### config.mk
export PLATFORM = sky130hd
export DESIGN_NAME = mrs_manual_ramp
export DESIGN_NICKNAME = d
export VERILOG_FILES = /design/src/mrs_pkg.sv /design/src/mrs_manual_ramp.sv /design/src/mrs_step_div.sv
export SDC_FILE = /design/constraint.sdc
export NUM_CORES = 1
export LEC_CHECK = 0
export BUFFER_PORTS_ARGS = -buffer_cell sky130_fd_sc_hd__buf_2
export CAP_MARGIN = 20
export CORE_AREA = 2 2 193 195
export DETAILED_ROUTE_END_ITERATION = 10
export DIE_AREA = 0 0 195 197
export GPL_ROUTABILITY_DRIVEN = 0
export GPL_TIMING_DRIVEN = 0
export PLACE_DENSITY = 0.67
export SLEW_MARGIN = 10
export SYNTH_ARGS = -nofsm -noshare
export SYNTH_HDL_FRONTEND = slang
export SYNTH_SLANG_ARGS = --single-unit
### constraint.sdc
create_clock -name clk -period 12.35 [get_ports clk]
set_clock_uncertainty 0.1 [all_clocks]
set_input_delay 2.47 -clock clk [delete_from_list [all_inputs] [get_ports clk]]
set_output_delay 2.47 -clock clk [all_outputs]
set_load 0.01 [all_outputs]
### src/mrs_pkg.sv
// Package with constants and types for the manual ramp speed reference
package mrs_pkg;
  localparam int          SPD_W          = 16;
  localparam int          TIME_W         = 12;
  localparam int          CLK_HZ         = 125000000;
  localparam int          TICK_US        = 1000;
  localparam int          TICK_CYCLES    = CLK_HZ / 1000000 * TICK_US;
  localparam int          TICKS_PER_DS   = 100000 / TICK_US;
  localparam logic [11:0] TIME_MAX_DS    = 12'hBB8;
  localparam logic [11:0] TIME_RST_DS    = 12'h032;
  localparam logic [15:0] REF_RST        = 16'h0000;
  localparam logic        STOP_RST_RST   = 1'b0;
  localparam int          FRAC_W         = 16;

  typedef enum logic [1:0] {
    MRS_HOLD  = 2'b00,
    MRS_RAISE = 2'b01,
    MRS_LOWER = 2'b11
  } mrs_dir_e;
endpackage

### src/mrs_manual_ramp.sv
// Motor operated potentiometer speed reference with rate limits and clamps
`timescale 1ns/10ps
module mrs_manual_ramp
  import mrs_pkg::*;
#(
  parameter int TICK_LEN = TICK_CYCLES
)(
  input  wire logic              clk,
  input  wire logic              rst,
  input  wire logic              raiseIn,
  input  wire logic              lowerIn,
  input  wire logic              driveRunning,
  input  wire logic              stopResetCfg,
  input  wire logic              terminalStripOrigin,
  input  wire logic              manualRefIsPot,
  input  wire logic [SPD_W-1:0]  topSpeed,
  input  wire logic [SPD_W-1:0]  minSpeed,
  input  wire logic [SPD_W-1:0]  maxSpeed,
  input  wire logic [TIME_W-1:0] riseTimeDs,
  input  wire logic [TIME_W-1:0] fallTimeDs,
  input  wire logic [TIME_W-1:0] driveAccelDs,
  input  wire logic [TIME_W-1:0] driveDecelDs,
  input  wire logic [SPD_W-1:0]  keypadRefIn,
  output logic      [SPD_W-1:0]  heldSpeedReference,
  output logic      [SPD_W-1:0]  speedLoopRef,
  output logic                   speedLoopRefValid,
  output logic      [SPD_W-1:0]  keypadRef,
  output logic                   stopResetOption
);
  localparam int ACC_W = SPD_W + FRAC_W;

  // Effective time: clamp to upper bound, then to drive ramp time floor
  function automatic logic [TIME_W-1:0] effTime(input logic [TIME_W-1:0] t,
                                                input logic [TIME_W-1:0] floorT);
    logic [TIME_W-1:0] v;
    v = (t > TIME_MAX_DS) ? TIME_MAX_DS : t;
    if (v < floorT)
      v = floorT;
    if (v == '0)
      v = TIME_RST_DS;
    return v;
  endfunction

  function automatic logic [ACC_W-1:0] clampRef(input logic [ACC_W:0] v,
                                                input logic [SPD_W-1:0] lo,
                                                input logic [SPD_W-1:0] hi);
    logic [ACC_W:0] loX, hiX;
    loX = {1'b0, lo, {FRAC_W{1'b0}}};
    hiX = {1'b0, hi, {FRAC_W{1'b0}}};
    if (v > hiX)
      v = hiX;
    if (v < loX)
      v = loX;
    return v[ACC_W-1:0];
  endfunction

  // Pin synchronisers
  logic [1:0] raiseSync_q, lowerSync_q, runSync_q;

  always_ff @(posedge clk or posedge rst)
  begin
    if (rst)
    begin
      raiseSync_q <= 2'b00;
      lowerSync_q <= 2'b00;
      runSync_q   <= 2'b00;
    end
    else
    begin
      raiseSync_q <= {raiseSync_q[0], raiseIn};
      lowerSync_q <= {lowerSync_q[0], lowerIn};
      runSync_q   <= {runSync_q[0], driveRunning};
    end
  end

  logic     raiseS, lowerS, runS;
  mrs_dir_e dir;
  assign raiseS = raiseSync_q[1];
  assign lowerS = lowerSync_q[1];
  assign runS   = runSync_q[1];

  always_comb
  begin
    if (raiseS && !lowerS)
      dir = MRS_RAISE;
    else if (lowerS && !raiseS)
      dir = MRS_LOWER;
    else
      dir = MRS_HOLD;
  end

  // Tick counter and step computation
  logic [31:0]      tickCnt_q, tickCnt_d;
  logic             tick_q, tick_d;
  logic             calcUp_q, calcUp_d;
  logic [ACC_W-1:0] upStep_q, upStep_d, dnStep_q, dnStep_d;
  logic             divStart;
  logic [ACC_W-1:0] divQuot;
  logic             divDone;
  logic [23:0]      divDen;
  logic [TIME_W-1:0] timeSel;

  // Ticks per programmed time; rise and fall alternate through one divider
  always_comb
  begin
    if (calcUp_q)
      timeSel = effTime(riseTimeDs, driveAccelDs);
    else
      timeSel = effTime(fallTimeDs, driveDecelDs);
    divDen = 24'(timeSel) * 24'(TICKS_PER_DS);
  end

  assign divStart = 1'b1;

  mrs_step_div #(
    .NUM_W (ACC_W),
    .DEN_W (24)
  ) uStepDiv (
    .clk   (clk),
    .rst   (rst),
    .start (divStart),
    .numer ({topSpeed, {FRAC_W{1'b0}}}),
    .denom (divDen),
    .quot  (divQuot),
    .done  (divDone)
  );

  always_comb
  begin
    tickCnt_d = tickCnt_q + 32'h0000_0001;
    tick_d    = 1'b0;
    if (tickCnt_q >= 32'(TICK_LEN - 1))
    begin
      tickCnt_d = 32'h0000_0000;
      tick_d    = 1'b1;
    end
    calcUp_d = calcUp_q;
    upStep_d = upStep_q;
    dnStep_d = dnStep_q;
    // Step values refresh continuously so tuning takes effect within about a hundred cycles
    if (divDone)
    begin
      calcUp_d = !calcUp_q;
      if (calcUp_q)
        upStep_d = divQuot;
      else
        dnStep_d = divQuot;
    end
  end

  // Reference accumulator
  logic [ACC_W-1:0] acc_q, acc_d;
  logic [SPD_W-1:0] keypad_q, keypad_d;
  logic             runPrev_q, stopEvt;
  logic [ACC_W:0]   sum;
  logic [SPD_W-1:0] loopRef_q, loopRef_d;
  logic             loopValid_q, loopValid_d;
  logic             stopOpt_q;

  assign stopEvt = runPrev_q && !runS;

  always_comb
  begin
    sum       = {1'b0, acc_q};
    keypad_d  = keypadRefIn;
    if (tick_q && dir == MRS_RAISE)
      sum = {1'b0, acc_q} + {1'b0, upStep_q};
    else if (tick_q && dir == MRS_LOWER)
      sum = ({1'b0, acc_q} > {1'b0, dnStep_q}) ? {1'b0, acc_q} - {1'b0, dnStep_q} : '0;
    acc_d = clampRef(sum, minSpeed, maxSpeed);
    // With the option off a stop takes the ramp path, so the reference is kept
    if (stopEvt && stopOpt_q)
    begin
      acc_d    = {minSpeed, {FRAC_W{1'b0}}};
      keypad_d = minSpeed;
    end
    loopValid_d = terminalStripOrigin && manualRefIsPot;
    loopRef_d   = loopValid_d ? acc_d[ACC_W-1:FRAC_W] : '0;
  end

  always_ff @(posedge clk or posedge rst)
  begin
    if (rst)
    begin
      tickCnt_q   <= 32'h0000_0000;
      tick_q      <= 1'b0;
      calcUp_q    <= 1'b1;
      upStep_q    <= '0;
      dnStep_q    <= '0;
      acc_q       <= {REF_RST, {FRAC_W{1'b0}}};
      keypad_q    <= REF_RST;
      runPrev_q   <= 1'b0;
      loopRef_q   <= REF_RST;
      loopValid_q <= 1'b0;
      stopOpt_q   <= STOP_RST_RST;
    end
    else
    begin
      tickCnt_q   <= tickCnt_d;
      tick_q      <= tick_d;
      calcUp_q    <= calcUp_d;
      upStep_q    <= upStep_d;
      dnStep_q    <= dnStep_d;
      acc_q       <= acc_d;
      keypad_q    <= keypad_d;
      runPrev_q   <= runS;
      loopRef_q   <= loopRef_d;
      loopValid_q <= loopValid_d;
      stopOpt_q   <= stopResetCfg;
    end
  end

  assign heldSpeedReference = acc_q[ACC_W-1:FRAC_W];
  assign speedLoopRef       = loopRef_q;
  assign speedLoopRefValid  = loopValid_q;
  assign keypadRef          = keypad_q;
  assign stopResetOption    = stopOpt_q;
endmodule

### src/mrs_step_div.sv
// Sequential divider computing per-tick slew step from top speed and ramp time
`timescale 1ns/10ps
module mrs_step_div
  import mrs_pkg::*;
#(
  parameter int NUM_W = SPD_W + FRAC_W,
  parameter int DEN_W = 24
)(
  input  wire logic             clk,
  input  wire logic             rst,
  input  wire logic             start,
  input  wire logic [NUM_W-1:0] numer,
  input  wire logic [DEN_W-1:0] denom,
  output logic      [NUM_W-1:0] quot,
  output logic                  done
);
  logic [NUM_W-1:0] quot_q, quot_d, num_q, num_d;
  logic [DEN_W:0]   rem_q, rem_d;
  logic [5:0]       cnt_q, cnt_d;
  logic             busy_q, busy_d, done_q, done_d;
  logic [DEN_W:0]   trial;

  // Restoring division, one quotient bit per clock
  always_comb
  begin
    quot_d = quot_q;
    num_d  = num_q;
    rem_d  = rem_q;
    cnt_d  = cnt_q;
    busy_d = busy_q;
    done_d = 1'b0;
    trial  = '0;
    if (start && !busy_q)
    begin
      num_d  = numer;
      rem_d  = '0;
      cnt_d  = 6'(NUM_W);
      busy_d = 1'b1;
    end
    else if (busy_q)
    begin
      trial = {rem_q[DEN_W-1:0], num_q[NUM_W-1]};
      num_d = {num_q[NUM_W-2:0], 1'b0};
      if (trial >= {1'b0, denom})
      begin
        rem_d = trial - {1'b0, denom};
        quot_d = {quot_q[NUM_W-2:0], 1'b1};
      end
      else
      begin
        rem_d = trial;
        quot_d = {quot_q[NUM_W-2:0], 1'b0};
      end
      cnt_d = cnt_q - 6'h01;
      if (cnt_q == 6'h01)
      begin
        busy_d = 1'b0;
        done_d = 1'b1;
      end
    end
  end

  always_ff @(posedge clk or posedge rst)
  begin
    if (rst)
    begin
      quot_q <= '0;
      num_q  <= '0;
      rem_q  <= '0;
      cnt_q  <= 6'h00;
      busy_q <= 1'b0;
      done_q <= 1'b0;
    end
    else
    begin
      quot_q <= quot_d;
      num_q  <= num_d;
      rem_q  <= rem_d;
      cnt_q  <= cnt_d;
      busy_q <= busy_d;
      done_q <= done_d;
    end
  end

  assign quot = quot_q;
  assign done = done_q;
endmodule

==> flow_summary.toml, run 1 <==
[grt]
grtUsageTotal_pct = 25.0
grt_max_degree = 105
grt_overflow_total = 0
antenna_found_initial = 0
grt_pass1_wl_microns = 78000
first_global_vias = 15080

[power]
leakage_uw = 0.0103
powerDensity_nw_per_um2 = 216
peakVddDrop_uv = 310

[yosys]
synth_top_family_by_area = "compound AO/OA/AOI/OAI gates"
postSynth.asyncResetShare_pct = 100
syn-instance-count = 1995
synth_edf_count = 0
yosys_warnings = 0
yosysSeqAreaShare_pct = 34.3
synth-adder-area-share_pct = 13.1
syn_area_sq_um = 18300
ys.flop_type = "dfrtp_1"
synthMuxAreaShare_pct = 9.06
syn_avg_cell_area_sq_um = 9.17
synth_xor_area_share_pct = 4.21
ys_ff_latch = 251
synthSimpleGateAreaFrac_pct = 15.3
synth_compound_area_share_pct = 18.2
synth_cell_types = 89

[floorplan]
core_sq_um = 36300
pin_count = 170
die_w_microns = 195
die_y_microns = 197
row_count = 70
dieArea_sq_um = 38400
initial_utilization_pct = 50.5

[critical_path]
r2r_slack_ns = 1.36
crit_path_end = "uStepDiv.rem_q[16]"
crit_buf_inv = 7
cp_num_cells = 43
path_max_fanout = 10
worst_ep_arrival_time_ns = 11.82
r2r_end = "acc_q[23]"
cp_top_family = "compound AO/OA/AOI/OAI gates"
critPathRequiredTime_ns = 12.70
r2r.worst_path.cells = 37
crit_path_max_incr_delay_ns = 0.54
critPathLaunchType = "primary input"
critical_path_class = "primary input to flop"
slowest_stage = "or4_1"
timing.rr.start = "acc_q[6]"
endpoint_kind = "flop"
crit_path_start = "fallTimeDs[11]"

[timing]
whs_ns = 0.243
final_hold_viol_count = 0
finalSetupViolations = 0
fmax_mhz = 87.2
worst_slew_pin_slew_ns = 1.12
tns_ns = 0
finalCritPeriodShare_pct = 92.8
drv_slew = 0
fin_crit_ns = 11.47
layout_setup_ws_ns = 0.884
maxSlewHeadroom_pct = 23.6

[clock_tree]
cts_buffers = 28
clock_path_buffers = 3
cts_root_buf = "clkbuf_16"
hold_buffers = 0
cts_tree = "done"
worstSkewPairLatency_ns = 0.58
cts.sinks = 251
htreeDepth = 1
path_clk_slew_ns = 0.06

[detailed_routing]
vias = 15739
wl_met3_microns = 2920
routedWlPerCell_microns = 18.1
drc = 0
routed_wl_microns = 48700
top_layer_used = "met4"
drt-initial-drc-count = 861
antenna_left = 0
met1_length_microns = 21500
viasPerCell = 5.83
dr.pass1.iters = 7
wl_met2_microns = 22900

[place]
hpwl_microns = 38200
postPlaceCellArea_sq_um = 19800
placed_cells = 2648
pre_cts_ws_ns = -0.638
io_buffers = 169

[finish]
drive_gt1_share_pct = 18.6
final_cell_count_no_fill = 2698
postLayoutCellArea_sq_um = 20900
multiInputGateArea_sq_um = 11000
area_delta_synth_final_pct = 14.1
antenna_cells = 0
layout.nets = 2515
fill_cells = 3252
regArea_sq_um = 6280

[hold_path]
min_path_type = "flop to flop"
whs_path_depth = 0
hold_start = "lowerSync_q[0]"

[status]
status = "completed"

[run]
maxCapViolCount = 0
area by class of cell:
cell class	instances	area share (%)
multi-input combinational	1498	52.8
sequential	251	30.1
timing repair buffer	172	4.35
clock buffer	35	3.72
inverter	167	3.04
tap	468	2.80
buffer	91	2.04
clock inverter	16	1.15
sequential cells by signal, indices dropped and copies added (netlist names), 2 cells and up:
signal / flops
dnStep_q: 32
keypadRef: 16
speedLoopRef: 16
uStepDiv.num_q: 16
uStepDiv.rem_q: 24
raiseSync_q: 2
runSync_q: 2
upStep_q: 32
lowerSync_q: 2
uStepDiv.cnt_q: 6
uStepDiv.quot: 32
acc_q: 32
tickCnt_q: 32
power breakdown:
group	internal (uW)	total [uW]	switching, uW	leakage, uW
Sequential	962	1080	122	0.00302
Combinational	1070	2520	1450	0.00674
Clock	554	911	357	0.000500
synthesized netlist by cell type, types with 51 or more instances:
cell,count,area (sq um)
dfrtp_1,250,6260
ha_1,177,2210
inv_1,167,627
nand2_1,137,514
mux2_2,133,1500
a21oi_1,124,621
o21ai_0,118,591
nor2_1,111,417
nand3_1,62,310
clkbuf_1,58,218
a21o_1,55,413
xnor2_1,51,447
layout by cell type, fill, tap and decap left out, drive strengths merged, types with 26 or more instances in the layout:
master,Yosys,layout
xnor2,51,51
o21ai,125,125
mux2,133,133
nor2,112,112
nand2b,26,26
inv,167,170
nand4,35,35
nand2,137,137
nor3,30,30
dfrtp,250,250
and2,32,32
a21o,55,55
a21oi,125,125
buf,35,209
ha,177,177
clkbuf,58,89
nor2b,27,27
xor2,37,37
nand3,62,62
layer usage:
layer	vias up	global-route usage, %
met3	94	3.23
met2	486	41.7
met5	-	0
met4	0	8.51
li1	7602	-
met1	7557	33.8
worst min-delay path by stage:
stage                           to  slack (ns)
global placement      runSync_q[1]        0.23
CTS                 lowerSync_q[1]        0.25
detailed placement  lowerSync_q[1]        0.23
floorplan           lowerSync_q[1]        0.23
finish              lowerSync_q[1]        0.24
global route        lowerSync_q[1]        0.25
per-stage QoR:
stage	total power [uW]	util, %
2_1_floorplan	2970	-
3_3_place_gp	3510	54.6
3_5_place_dp	3560	54.7
4_1_cts	4510	57.5
5_1_grt	4890	57.6
6_report	4520	57.6
kinds of logic after synthesis:
family	Yosys count
AND/OR/NAND/NOR	552
AO/OA/AOI/OAI	508
buffers and inverters	260
flip-flops	251
adder cells (fa/ha/maj)	186
multiplexers	149
XOR/XNOR	88
other	1
repair_timing:
item                       CTS  global route
pin swaps                    0             2
setup endpoints to repair    8            23
buffers inserted             0             1
gates resized for setup      1            16
Note: power is estimated with default switching activity, not from simulation.
==> run 2, diff against run 1 <==
Settings changed: CORE_AREA 2 2 193 195 to 4 4 149 258, DIE_AREA 0 0 195 197 to 0 0 153 262.
==> run 2 against run 1 <==
Effect of this change:
- sequential cell count stayed put
- clock-buffer cell count shrank 10
- sequential share of layout area up 0.26 points
- sequential power is essentially flat
- hold slack better by 0.0063 ns
- combinational power up 3%
- critical path type unchanged
- largest power group unchanged
==> flow_summary.toml, run 2 (synthesized netlist as in run 1, its figures left out) <==
[status]
status = "completed"

[critical_path]
critPathRequiredTime_ns = 12.66
critical_path_class = "primary input to flop"
endpoint_kind = "flop"
timing.rr.start = "acc_q[9]"
crit_buf_inv = 7
critPathLaunchType = "primary input"
path_max_fanout = 10
r2r_slack_ns = 2.03
slowest_stage = "or4_1"
crit_path_start = "fallTimeDs[11]"
worst_ep_arrival_time_ns = 11.82
crit_path_max_incr_delay_ns = 0.53
cp_top_family = "compound AO/OA/AOI/OAI gates"

[grt]
grtUsageTotal_pct = 27.5
antenna_found_initial = 4
grt_pass1_wl_microns = 87100
grt_overflow_total = 0
first_global_vias = 16476
grt_max_degree = 99

[power]
finalPower_uw = 4490
leakage_uw = 0.0102
peakVddDrop_uv = 322
powerDensity_nw_per_um2 = 217

[timing]
fmax_mhz = 86.9
rsz0062_at_grt = "no"
finalCritPeriodShare_pct = 93.2
layout_setup_ws_ns = 0.846
finalSetupViolations = 0
drv_slew = 0
final_hold_viol_count = 0
fin_crit_ns = 11.50
maxSlewHeadroom_pct = 41.5
worst_slew_pin_slew_ns = 0.869

[detailed_routing]
drc = 0
dr.pass1.iters = 6
viasPerCell = 5.96
routed_wl_microns = 56500
routedWlPerCell_microns = 21.0
antenna_left = 0
drt-initial-drc-count = 922
vias = 16054

[floorplan]
core_sq_um = 36100
pin_count = 170
die_w_microns = 153
die_y_microns = 262
dieArea_sq_um = 40100
initial_utilization_pct = 50.6
row_count = 92

[run]
maxCapViolCount = 0

[place]
pre_cts_ws_ns = -0.591
hpwl_microns = 45700
io_buffers = 169

[clock_tree]
cts_buffers = 25
hold_buffers = 0
cts.sinks = 251
cts_tree = "done"
path_clk_slew_ns = 0.07
htreeDepth = 1
clock_path_buffers = 3
worstSkewPairLatency_ns = 0.54
cts_root_buf = "clkbuf_16"

[finish]
area_delta_synth_final_pct = 13.2
regArea_sq_um = 6280
fill_cells = 3264
final_cell_mix = "dfrtp_1, buf_2, ha_1, inv_1, nand2_1"
antenna_cells = 0
drive_gt1_share_pct = 18.4
final_common_cell = "dfrtp_1"
layout.nets = 2512
multiInputGateArea_sq_um = 11000

[hold_path]
hold_start = "lowerSync_q[0]"
min_path_type = "flop to flop"
[run 2: per-layer routing]
layer | vias to the layer above | share of wire [%] | track usage (%)
li1 | 7585 | - | -
met1 | 7640 | 32 | 25.9
met2 | 555 | 53 | 52.9
met3 | 266 | 4.7 | 3.53
met4 | 8 | 10 | 21.5
met5 | - | 0.076 | 0
[run 2: what timing repair did]
action	4_1_cts	5_1_grt
setup buffers	0	1
setup endpoints to repair	3	23
cloned	0	0
pin swaps	0	1
gates resized for setup	1	15
[run 2: cell type report]
| cell class | instances | share of cell area [%] |
|---|---|---|
| buffer | 91 | 2.06 |
| inverter | 167 | 3.06 |
| tap | 470 | 2.84 |
| sequential | 251 | 30.3 |
| timing repair buffer | 172 | 4.39 |
| multi-input combinational | 1498 | 53.3 |
| clock inverter | 20 | 1.02 |
| clock buffer | 25 | 3.02 |
[run 2: where the power goes]
group | internal (uW) | switching, uW
Clock | 440 | 345
Combinational | 1070 | 1510
Sequential | 961 | 154
Total | 2470 | 2010
[run 2: worst reg2reg max path: cells and delay by family, from the launching register on]
kind,cells,cell delay (ns)
multiplexers,2,0.67
AND/OR/NAND/NOR,9,2.12
AO/OA/AOI/OAI,19,5.14
XOR/XNOR,1,0.09
flip-flops,1,0.49
buffers and inverters,3,0.66
adder cells (fa/ha/maj),3,0.94
[run 2: through the flow]
step / util [%] / area, sq um / std cells / TNS, ns / hold WS (ns)
after floorplan: - / 18300 / 2009 / 0 / 0.231
after global placement: 54.7 / 19800 / 2648 / -6.65 / 0.232
after detailed placement: 54.9 / 19800 / 2650 / -7.47 / 0.235
after CTS: 57.2 / 20700 / 2695 / 0 / 0.250
after global routing: 57.3 / 20700 / 2694 / 0 / 0.257
final: 57.3 / 20700 / 2694 / 0 / 0.249
[run 2: worst paths after layout]
path / cells past startpoint / end
worst max register to register: 37 / acc_q[6]
worst min-delay path: 0 / lowerSync_q[1]
min in group asynchronous: 2 / uStepDiv.rem_q[9]
worst max-delay path: 43 / uStepDiv.rem_q[16]
max in group asynchronous: 3 / uStepDiv.quot[22]
worst min register to register: 0 / lowerSync_q[1]
